File: config.mk
export PLATFORM = sky130hd
export DESIGN_NAME = cmae_decoder
export DESIGN_NICKNAME = d
export VERILOG_FILES = /design/src/cmae_pkg.sv /design/src/cmae_decoder.sv
export SDC_FILE = /design/constraint.sdc
export NUM_CORES = 1
export LEC_CHECK = 0
export ABC_AREA = 0
export ABC_CLOCK_PERIOD_IN_PS = 3400
export BUFFER_PORTS_ARGS = -buffer_cell sky130_fd_sc_hd__clkbuf_2
export CORE_MARGIN = 2
export CORE_UTILIZATION = 52
export CTS_BUF_LIST = sky130_fd_sc_hd__clkbuf_4 sky130_fd_sc_hd__clkbuf_8
export DETAILED_ROUTE_END_ITERATION = 16
export GPL_TIMING_DRIVEN = 0
export PLACE_DENSITY = 0.78
export SLEW_MARGIN = 40
export SYNTH_ARGS = -nofsm -noshare
export SYNTH_HDL_FRONTEND = slang
export SYNTH_SLANG_ARGS = --single-unit
File: constraint.sdc
create_clock -name clock -period 3.4 [get_ports clock]
set_clock_uncertainty 0.15 [all_clocks]
set_input_delay 0.17 -clock clock [delete_from_list [all_inputs] [get_ports clock]]
set_output_delay 0.17 -clock clock [all_outputs]
set_load 0.01 [all_outputs]
File: src/cmae_pkg.sv
// Package of timing forms, operation kinds and constants for the move/arith decoder
// ----------------------------------------------------------------
// ----------------------------------------------------------------
package cmae_pkg;
	typedef struct packed {
		logic [1:0] len;
		logic [2:0] cyc;
	} cmae_timing_s;

	typedef enum logic [3:0] {
		OP_ACC_LOAD, OP_MEM_STORE, OP_POINTER_LOAD, OP_CODE_READ, OP_EXCHANGE, OP_NIBBLE_SWAP,
		OP_ADD, OP_ADD_CARRY, OP_SUB_BORROW, OP_AUX, OP_UNKNOWN
	} cmae_op_e;

	localparam cmae_timing_s T_MOV_A_REG = '{len: 2'h1, cyc: 3'h1};
	localparam cmae_timing_s T_MOV_A_DIR = '{len: 2'h2, cyc: 3'h2};
	localparam cmae_timing_s T_MOV_A_IND = '{len: 2'h1, cyc: 3'h2};
	localparam cmae_timing_s T_MOV_A_IMM = '{len: 2'h2, cyc: 3'h2};
	localparam cmae_timing_s T_MOV_REG_A = '{len: 2'h1, cyc: 3'h2};
	localparam cmae_timing_s T_MOV_REG_DIR = '{len: 2'h2, cyc: 3'h4};
	localparam cmae_timing_s T_MOV_REG_IMM = '{len: 2'h2, cyc: 3'h2};
	localparam cmae_timing_s T_MOV_DIR_SRC = '{len: 2'h2, cyc: 3'h3};
	localparam cmae_timing_s T_MOV_DIR_DIR = '{len: 2'h3, cyc: 3'h4};
	localparam cmae_timing_s T_MOV_DIR_IND = '{len: 2'h2, cyc: 3'h4};
	localparam cmae_timing_s T_MOV_DIR_IMM = '{len: 2'h3, cyc: 3'h3};
	localparam cmae_timing_s T_MOV_IND_A = '{len: 2'h1, cyc: 3'h3};
	localparam cmae_timing_s T_MOV_IND_SRC = '{len: 2'h2, cyc: 3'h3};
	localparam cmae_timing_s T_MOV_POINTER = '{len: 2'h3, cyc: 3'h3};
	localparam cmae_timing_s T_CODE_READ = '{len: 2'h1, cyc: 3'h4};
	localparam cmae_timing_s T_AUX_MOVE = '{len: 2'h1, cyc: 3'h1};
	localparam cmae_timing_s T_PUSH = '{len: 2'h2, cyc: 3'h4};
	localparam cmae_timing_s T_POP = '{len: 2'h2, cyc: 3'h3};
	localparam cmae_timing_s T_EXCH_REG = '{len: 2'h1, cyc: 3'h3};
	localparam cmae_timing_s T_EXCH_DIR = '{len: 2'h2, cyc: 3'h4};
	localparam cmae_timing_s T_EXCH_IND = '{len: 2'h1, cyc: 3'h4};
	localparam cmae_timing_s T_ARITH_REG = '{len: 2'h1, cyc: 3'h2};
	localparam cmae_timing_s T_ARITH_DIR = '{len: 2'h2, cyc: 3'h3};
	localparam cmae_timing_s T_ARITH_IND = '{len: 2'h1, cyc: 3'h3};
	localparam cmae_timing_s T_ARITH_IMM = '{len: 2'h2, cyc: 3'h2};
	localparam cmae_timing_s T_UNKNOWN = '{len: 2'h1, cyc: 3'h1};

	localparam logic [7:0] BYTE_RESET = 8'h00;
	localparam logic [15:0] ADDR_RESET = 16'h0000;
	localparam logic [7:0] OPC_CODE_READ_PC = 8'h83;
endpackage : cmae_pkg

File: src/cmae_decoder.sv
// Decoder and execution timer for move, exchange, stack and add/subtract forms
`timescale 1ns/10ps
`default_nettype none
module cmae_decoder (
	input wire logic clock, // 40 MHz system clock
	input wire logic reset, // Synchronous, active high
	input wire logic opcode_valid, // Opcode offered this cycle
	input wire logic [7:0] opcode_in, // Opcode byte
	input wire logic [7:0] operand_in, // Source byte for the form
	input wire logic [7:0] acc_in, // Current accumulator
	input wire logic carry_in, // Current carry flag
	input wire logic [15:0] data_pointer_in, // Current data_pointer_16
	input wire logic [15:0] pc_in, // Program counter after the opcode
	output logic busy, // Executing, opcodes refused
	output logic done, // One-cycle end of execution
	output logic [1:0] length, // Encoded length in bytes
	output logic [2:0] cycles, // Execution time in cycles
	output logic unsupported, // Last form was an aux_memory_move
	output logic unknown, // Last opcode is outside this group
	output logic [15:0] code_addr, // code_memory_read address
	output logic acc_write, // Pulse: write acc_result
	output logic [7:0] acc_result, // New accumulator
	output logic mem_write, // Pulse: write mem_result to destination
	output logic [7:0] mem_result, // Byte for register, direct or indirect RAM
	output logic flags_write, // Pulse: update carry, aux carry, overflow
	output logic carry_out, // Carry or borrow
	output logic aux_carry_out, // Nibble carry or borrow
	output logic overflow_out // Signed overflow
);
	import cmae_pkg::*;

	// ----------------------------------------------------------------
	// Decode
	// ----------------------------------------------------------------
	cmae_timing_s dec_timing;
	cmae_op_e dec_op;
	cmae_op_e arith_op;
	logic dec_src_acc;
	logic accept;
	logic busy_reg;

	assign accept = opcode_valid && !busy_reg;
	assign arith_op = opcode_in[7] ? OP_SUB_BORROW : (opcode_in[4] ? OP_ADD_CARRY : OP_ADD);

	always_comb begin
		dec_timing = T_UNKNOWN;
		dec_op = OP_UNKNOWN;
		dec_src_acc = 1'b0;
		unique casez (opcode_in)
			8'b1110_1???: begin dec_timing = T_MOV_A_REG; dec_op = OP_ACC_LOAD; end
			8'hE5: begin dec_timing = T_MOV_A_DIR; dec_op = OP_ACC_LOAD; end
			8'b1110_011?: begin dec_timing = T_MOV_A_IND; dec_op = OP_ACC_LOAD; end
			8'h74: begin dec_timing = T_MOV_A_IMM; dec_op = OP_ACC_LOAD; end
			8'b1111_1???: begin
				dec_timing = T_MOV_REG_A;
				dec_op = OP_MEM_STORE;
				dec_src_acc = 1'b1;
			end
			8'b1010_1???: begin dec_timing = T_MOV_REG_DIR; dec_op = OP_MEM_STORE; end
			8'b0111_1???: begin dec_timing = T_MOV_REG_IMM; dec_op = OP_MEM_STORE; end
			8'hF5: begin
				dec_timing = T_MOV_DIR_SRC;
				dec_op = OP_MEM_STORE;
				dec_src_acc = 1'b1;
			end
			8'b1000_1???: begin dec_timing = T_MOV_DIR_SRC; dec_op = OP_MEM_STORE; end
			8'h85: begin dec_timing = T_MOV_DIR_DIR; dec_op = OP_MEM_STORE; end
			8'h75: begin dec_timing = T_MOV_DIR_IMM; dec_op = OP_MEM_STORE; end
			8'b1000_011?: begin dec_timing = T_MOV_DIR_IND; dec_op = OP_MEM_STORE; end
			8'b1111_011?: begin
				dec_timing = T_MOV_IND_A;
				dec_op = OP_MEM_STORE;
				dec_src_acc = 1'b1;
			end
			8'b1010_011?, 8'b0111_011?: begin
				dec_timing = T_MOV_IND_SRC;
				dec_op = OP_MEM_STORE;
			end
			8'h90: begin dec_timing = T_MOV_POINTER; dec_op = OP_POINTER_LOAD; end
			8'h93, 8'h83: begin dec_timing = T_CODE_READ; dec_op = OP_CODE_READ; end
			8'b1110_001?, 8'hE0, 8'b1111_001?, 8'hF0: begin
				dec_timing = T_AUX_MOVE;
				dec_op = OP_AUX;
			end
			8'hC0: begin dec_timing = T_PUSH; dec_op = OP_MEM_STORE; end
			8'hD0: begin dec_timing = T_POP; dec_op = OP_MEM_STORE; end
			8'b1100_1???: begin dec_timing = T_EXCH_REG; dec_op = OP_EXCHANGE; end
			8'hC5: begin dec_timing = T_EXCH_DIR; dec_op = OP_EXCHANGE; end
			8'b1100_011?: begin dec_timing = T_EXCH_IND; dec_op = OP_EXCHANGE; end
			8'b1101_011?: begin dec_timing = T_EXCH_IND; dec_op = OP_NIBBLE_SWAP; end
			8'b0010_1???, 8'b0011_1???, 8'b1001_1???: begin
				dec_timing = T_ARITH_REG;
				dec_op = arith_op;
			end
			8'h25, 8'h35, 8'h95: begin dec_timing = T_ARITH_DIR; dec_op = arith_op; end
			8'b0010_011?, 8'b0011_011?, 8'b1001_011?: begin
				dec_timing = T_ARITH_IND;
				dec_op = arith_op;
			end
			8'h24, 8'h34, 8'h94: begin dec_timing = T_ARITH_IMM; dec_op = arith_op; end
			default: begin
				dec_timing = T_UNKNOWN;
				dec_op = OP_UNKNOWN;
			end
		endcase
	end

	// ----------------------------------------------------------------
	// Execution timer
	// ----------------------------------------------------------------
	logic [2:0] count_reg;
	logic finish;

	assign finish = busy_reg && (count_reg == 3'h1);

	always_ff @(posedge clock) begin
		if (reset) begin
			busy_reg <= 1'b0;
			count_reg <= 3'h0;
		end else if (accept) begin
			busy_reg <= 1'b1;
			count_reg <= dec_timing.cyc;
		end else if (busy_reg) begin
			busy_reg <= !finish;
			count_reg <= count_reg - 3'h1;
		end
	end

	// ----------------------------------------------------------------
	// Captured operands
	// ----------------------------------------------------------------
	// Operands are taken with the opcode so the caller may move on at once
	cmae_op_e pend_op;
	logic pend_src_acc;
	logic pend_carry;
	logic [7:0] pend_acc;
	logic [7:0] pend_operand;
	logic [1:0] length_reg;
	logic [2:0] cycles_reg;
	logic [15:0] code_addr_reg;

	always_ff @(posedge clock) begin
		if (reset) begin
			pend_op <= OP_UNKNOWN;
			pend_src_acc <= 1'b0;
			pend_carry <= 1'b0;
			pend_acc <= BYTE_RESET;
			pend_operand <= BYTE_RESET;
			length_reg <= T_UNKNOWN.len;
			cycles_reg <= T_UNKNOWN.cyc;
			code_addr_reg <= ADDR_RESET;
		end else if (accept) begin
			pend_op <= dec_op;
			pend_src_acc <= dec_src_acc;
			pend_carry <= carry_in;
			pend_acc <= acc_in;
			pend_operand <= operand_in;
			length_reg <= dec_timing.len;
			cycles_reg <= dec_timing.cyc;
			if (dec_op == OP_CODE_READ) begin
				code_addr_reg <= 16'(acc_in) + ((opcode_in == OPC_CODE_READ_PC) ? pc_in : data_pointer_in);
			end
		end
	end

	// ----------------------------------------------------------------
	// Arithmetic
	// ----------------------------------------------------------------
	logic carry_term;
	logic [8:0] arith_full;
	logic [4:0] arith_low;
	logic arith_ov;

	always_comb begin
		carry_term = (pend_op != OP_ADD) && pend_carry;
		if (pend_op == OP_SUB_BORROW) begin
			arith_full = {1'b0, pend_acc} - {1'b0, pend_operand} - {8'h00, carry_term};
			arith_low = {1'b0, pend_acc[3:0]} - {1'b0, pend_operand[3:0]} - {4'h0, carry_term};
			arith_ov = (pend_acc[7] != pend_operand[7]) && (arith_full[7] != pend_acc[7]);
		end else begin
			arith_full = {1'b0, pend_acc} + {1'b0, pend_operand} + {8'h00, carry_term};
			arith_low = {1'b0, pend_acc[3:0]} + {1'b0, pend_operand[3:0]} + {4'h0, carry_term};
			arith_ov = (pend_acc[7] == pend_operand[7]) && (arith_full[7] != pend_acc[7]);
		end
	end

	// ----------------------------------------------------------------
	// Results
	// ----------------------------------------------------------------
	logic acc_write_next;
	logic mem_write_next;
	logic flags_write_next;
	logic [7:0] acc_result_next;
	logic [7:0] mem_result_next;

	always_comb begin
		acc_write_next = 1'b0;
		mem_write_next = 1'b0;
		flags_write_next = 1'b0;
		acc_result_next = pend_operand;
		mem_result_next = pend_src_acc ? pend_acc : pend_operand;
		unique case (pend_op)
			OP_ACC_LOAD, OP_CODE_READ: acc_write_next = 1'b1;
			OP_MEM_STORE: mem_write_next = 1'b1;
			OP_EXCHANGE: begin
				acc_write_next = 1'b1;
				mem_write_next = 1'b1;
				mem_result_next = pend_acc;
			end
			OP_NIBBLE_SWAP: begin
				acc_write_next = 1'b1;
				mem_write_next = 1'b1;
				acc_result_next = {pend_acc[7:4], pend_operand[3:0]};
				mem_result_next = {pend_operand[7:4], pend_acc[3:0]};
			end
			OP_ADD, OP_ADD_CARRY, OP_SUB_BORROW: begin
				acc_write_next = 1'b1;
				flags_write_next = 1'b1;
				acc_result_next = arith_full[7:0];
			end
			OP_POINTER_LOAD, OP_AUX, OP_UNKNOWN: acc_write_next = 1'b0;
		endcase
	end

	logic done_reg;
	logic unsupported_reg;
	logic unknown_reg;
	logic acc_write_reg;
	logic mem_write_reg;
	logic flags_write_reg;
	logic [7:0] acc_result_reg;
	logic [7:0] mem_result_reg;
	logic carry_reg;
	logic aux_carry_reg;
	logic overflow_reg;

	always_ff @(posedge clock) begin
		if (reset) begin
			done_reg <= 1'b0;
			acc_write_reg <= 1'b0;
			mem_write_reg <= 1'b0;
			flags_write_reg <= 1'b0;
		end else begin
			done_reg <= finish;
			acc_write_reg <= finish && acc_write_next;
			mem_write_reg <= finish && mem_write_next;
			flags_write_reg <= finish && flags_write_next;
		end
	end

	always_ff @(posedge clock) begin
		if (reset) begin
			unsupported_reg <= 1'b0;
			unknown_reg <= 1'b0;
			acc_result_reg <= BYTE_RESET;
			mem_result_reg <= BYTE_RESET;
			carry_reg <= 1'b0;
			aux_carry_reg <= 1'b0;
			overflow_reg <= 1'b0;
		end else if (finish) begin
			unsupported_reg <= (pend_op == OP_AUX);
			unknown_reg <= (pend_op == OP_UNKNOWN);
			acc_result_reg <= acc_result_next;
			mem_result_reg <= mem_result_next;
			if (flags_write_next) begin
				carry_reg <= arith_full[8];
				aux_carry_reg <= arith_low[4];
				overflow_reg <= arith_ov;
			end
		end
	end

	assign busy = busy_reg;
	assign done = done_reg;
	assign length = length_reg;
	assign cycles = cycles_reg;
	assign unsupported = unsupported_reg;
	assign unknown = unknown_reg;
	assign code_addr = code_addr_reg;
	assign acc_write = acc_write_reg;
	assign acc_result = acc_result_reg;
	assign mem_write = mem_write_reg;
	assign mem_result = mem_result_reg;
	assign flags_write = flags_write_reg;
	assign carry_out = carry_reg;
	assign aux_carry_out = aux_carry_reg;
	assign overflow_out = overflow_reg;
endmodule : cmae_decoder
`default_nettype wire

==> results.py <==
metrics = {
    "outcome": {
        "status": "finished clean",
    },
    "clock_tree": {
        "clkLatencyLatePin_ns": 0.36,
        "cts_tree": "yes",
        "htree_levels": 3,
        "clk_pin_slew_worst_paths_ns": 0.09,
        "numClockSinks": 72,
        "cts_root_buf": "clkbuf_8",
        "clk_path_buf_depth": 2,
        "cts-buffers-inserted": 9,
    },
    "synth": {
        "synth_most_common_cell": "nand2_1",
        "ys_warn_count": 0,
        "synth_cells": 685,
        "yosys-top-cells-area": "dfxtp_1 (28%), ha_1 (7.5%), nand2_1 (6.4%), nor2_1 (5.7%), a21oi_1 (5.4%)",
        "netlist_top_cells_count": "nand2_1 (89), nor2_1 (79), dfxtp_1 (72), a21oi_1 (56), inv_1 (34)",
        "synth_top_area_frac": 0.2781,
        "synthArstFlopShare": 0,
        "synth.ff_latch_count": 72,
        "synth_nets": 781,
        "syn_avg_cell_area_um2": 7.566,
        "synth_edf_count": 0,
        "synth.distinct_cells": 69,
        "synth_area_um2": 5182,
        "synth-main-ff-cell": "dfxtp_1",
        "yosys.area.top_type": "dfxtp_1",
        "synth_seq_area_share": 0.2781,
    },
    "placed_design": {
        "portBuffers": 104,
        "dpl.hpwl_um": 11680,
        "routabilityCongestion": 0.9523,
        "dp_cells": 922,
    },
    "sta": {
        "finalCritPeriodShare": 0.9660,
        "max_slew_margin": 0.5620,
        "hold_viol_final": 0,
        "tightest_slew_ns": 0.6556,
        "fmax_ghz": 0.3045,
        "slew_viol_final": 0,
        "setup_viol": 0,
        "whs_ns": 0.02387,
        "post-route-min-period_ns": 3.284,
    },
    "route": {
        "wirelength_um": 15940,
        "vias": 5631,
        "routedWlPerCell_um": 16.59,
        "antenna_left": 0,
        "drt-vias-per-instance": 5.860,
        "initialDrtViolationCount": 358,
        "remaining_drc_errors": 0,
        "first_pass_iters": 5,
    },
    "floorplanning": {
        "die_h_um": 103.8,
        "row_count": 36,
        "die-area_um2": 10780,
        "ios": 107,
        "start_util": 0.5327,
        "coreArea_um2": 9729,
        "die_x_um": 103.8,
    },
    "critical_path": {
        "r2r-start": "pend_op[2]",
        "reg2reg_slack_ns": 0.21,
        "cp_slowest_cell": "or4b_4",
        "slowest_delay_ns": 0.57,
        "crit_required_ns": 3.52,
        "path_class": "input pin to flip-flop",
        "start_kind": "input pin",
        "worstPathCellList": "buf_2 -> or4b_4 -> or3_4 -> buf_8 -> nand2_1 -> nand2_2 -> ha_4 -> nand2_1 -> or3_4 -> a32oi_4 -> nand4_1 -> xnor2_1 -> nor2_1 -> o41ai_2",
        "cp-end-kind": "flip-flop",
        "worstPathArrival_ns": 3.41,
        "reg2reg_depth": 14,
        "worstPathMaxFanout": 10,
        "r2r_end": "acc_result[7]",
    },
    "cells_and_area": {
        "fin_util": 0.6614,
        "antenna_cells": 0,
        "syn_to_final_growth_pct": 24.17,
        "final_cells": 961,
        "fin_nets": 919,
        "drive_gt1_frac": 0.1993,
        "largest_reg_flops": 16,
    },
    "global_route": {
        "gr-usage-all-layers": 0.2867,
        "antenna_found_initial": 0,
        "grt_pass1_vias": 5234,
        "grt_overflow_total": 0,
        "grt_max_degree": 16,
        "grt_pass1_wl_um": 25200,
    },
    "flow_run": {
        "cap_violations": 0,
    },
    "pwr": {
        "power.density_nw_per_um2": 352.9,
        "peakVddDrop_mv": 0.1691,
        "p_leak_nw": 2.804,
    },
    "hold_path": {
        "min_from": "opcode_valid",
        "min_path_cells": 3,
        "timing.hold.worst_endpoint": "busy",
        "hp-class": "input pin to flip-flop",
    },
}
==> kinds of logic after synthesis <==
| logic type | share of synthesized area |
|---|---|
| buffers and inverters | 0.05963 |
| multiplexers | 0.03887 |
| adder cells (fa/ha/maj) | 0.09416 |
| AND/OR/NAND/NOR | 0.2499 |
| flip-flops | 0.2781 |
| AO/OA/AOI/OAI | 0.2253 |
| XOR/XNOR | 0.05408 |
==> area by class of cell <==
cell class,count,area (um^2)
fillers,848,3294
flip-flops and latches,72,1446
clock inverters,7,86.33
clock buffers,9,123.9
well taps,133,166.4
inverters,34,127.6
repair buffers,129,753.2
multi-input cells,536,3545
plain buffers,41,186.4
==> repair_timing <==
action                                 4_1_cts  5_1_grt
pin swaps                                    3       10
hold buffers                                18        0
setup endpoints to repair                   11       11
buffers inserted                             1        6
endpoints found under the hold margin       18        0
resized for setup                            9       16
==> layout by cell type, fill, tap and decap left out, types with 3 or more instances in the layout <==
cell type and instances:
fa_1 4, o211ai_1 12, a21oi_1 55, nand2_1 86
o41ai_2 4, nand4_1 4, o22ai_1 3, a211oi_1 24
dlygate4sd3_1 18, nand2b_1 10, nor3_1 20, o21a_1 3
nor2b_1 12, o21ai_0 26, buf_4 7, and3_1 4
nand3b_1 5, ha_4 3, nor2_1 79, buf_1 7
clkbuf_8 9, mux2i_1 19, clkbuf_1 26, a31oi_1 4
nor4_1 3, nor3b_1 3, xnor2_1 19, ha_1 28
a21o_1 4, xor2_1 12, and2_1 4, clkbuf_2 103
a311oi_1 3, a21boi_0 3, inv_1 34, nand3_1 20
nor4b_1 3, buf_2 6, dfxtp_1 70, nand2_2 3
==> worst max-delay path by stage <==
stage                            start            end  slack, ns
after global routing      opcode_in[4]  code_addr[14]      -0.11
final                     opcode_in[4]  code_addr[11]       0.12
after CTS                   pend_op[1]   overflow_out     0.0007
after detailed placement  opcode_in[4]  code_addr[14]      -0.66
after floorplan           opcode_in[4]  code_addr[11]      0.003
after global placement    opcode_in[4]  code_addr[13]      -0.59
==> per-layer routing <==
layer,global-route usage,up-vias,share of wire,wire length (um)
li1,-,2699,-,-
met1,0.3737,2641,0.44,7065
met2,0.4742,254,0.46,7411
met3,0.05223,37,0.069,1100
met4,0.1042,0,0.023,365
met5,0,-,0,0
==> critical path: cells and delay by family <==
family	cells	cell delay (ns)
AND/OR/NAND/NOR	8	1.90
AO/OA/AOI/OAI	2	0.56
buffers and inverters	2	0.30
adder cells (fa/ha/maj)	1	0.29
XOR/XNOR	1	0.19
==> report_power, final <==
part,switching [mW],total [mW],internal [mW],leakage [nW]
logic,0.353,0.610,0.257,2.11
registers,0.0379,0.917,0.879,0.586
clock network,0.388,0.744,0.356,0.104
==> through the flow <==
stage	setup WS (ns)	setup TNS [ns]	total power, mW	cell area [um^2]
6_report	0.1156	0	2.271	6435
3_5_place_dp	-0.6600	-5.063	1.485	5886
2_1_floorplan	0.003443	0	1.317	5199
5_1_grt	-0.1126	-0.2158	2.381	6435
4_1_cts	0.0007399	0	2.240	6329
3_3_place_gp	-0.5915	-4.189	1.471	5886
Note: power is estimated with default switching activity, not from simulation.
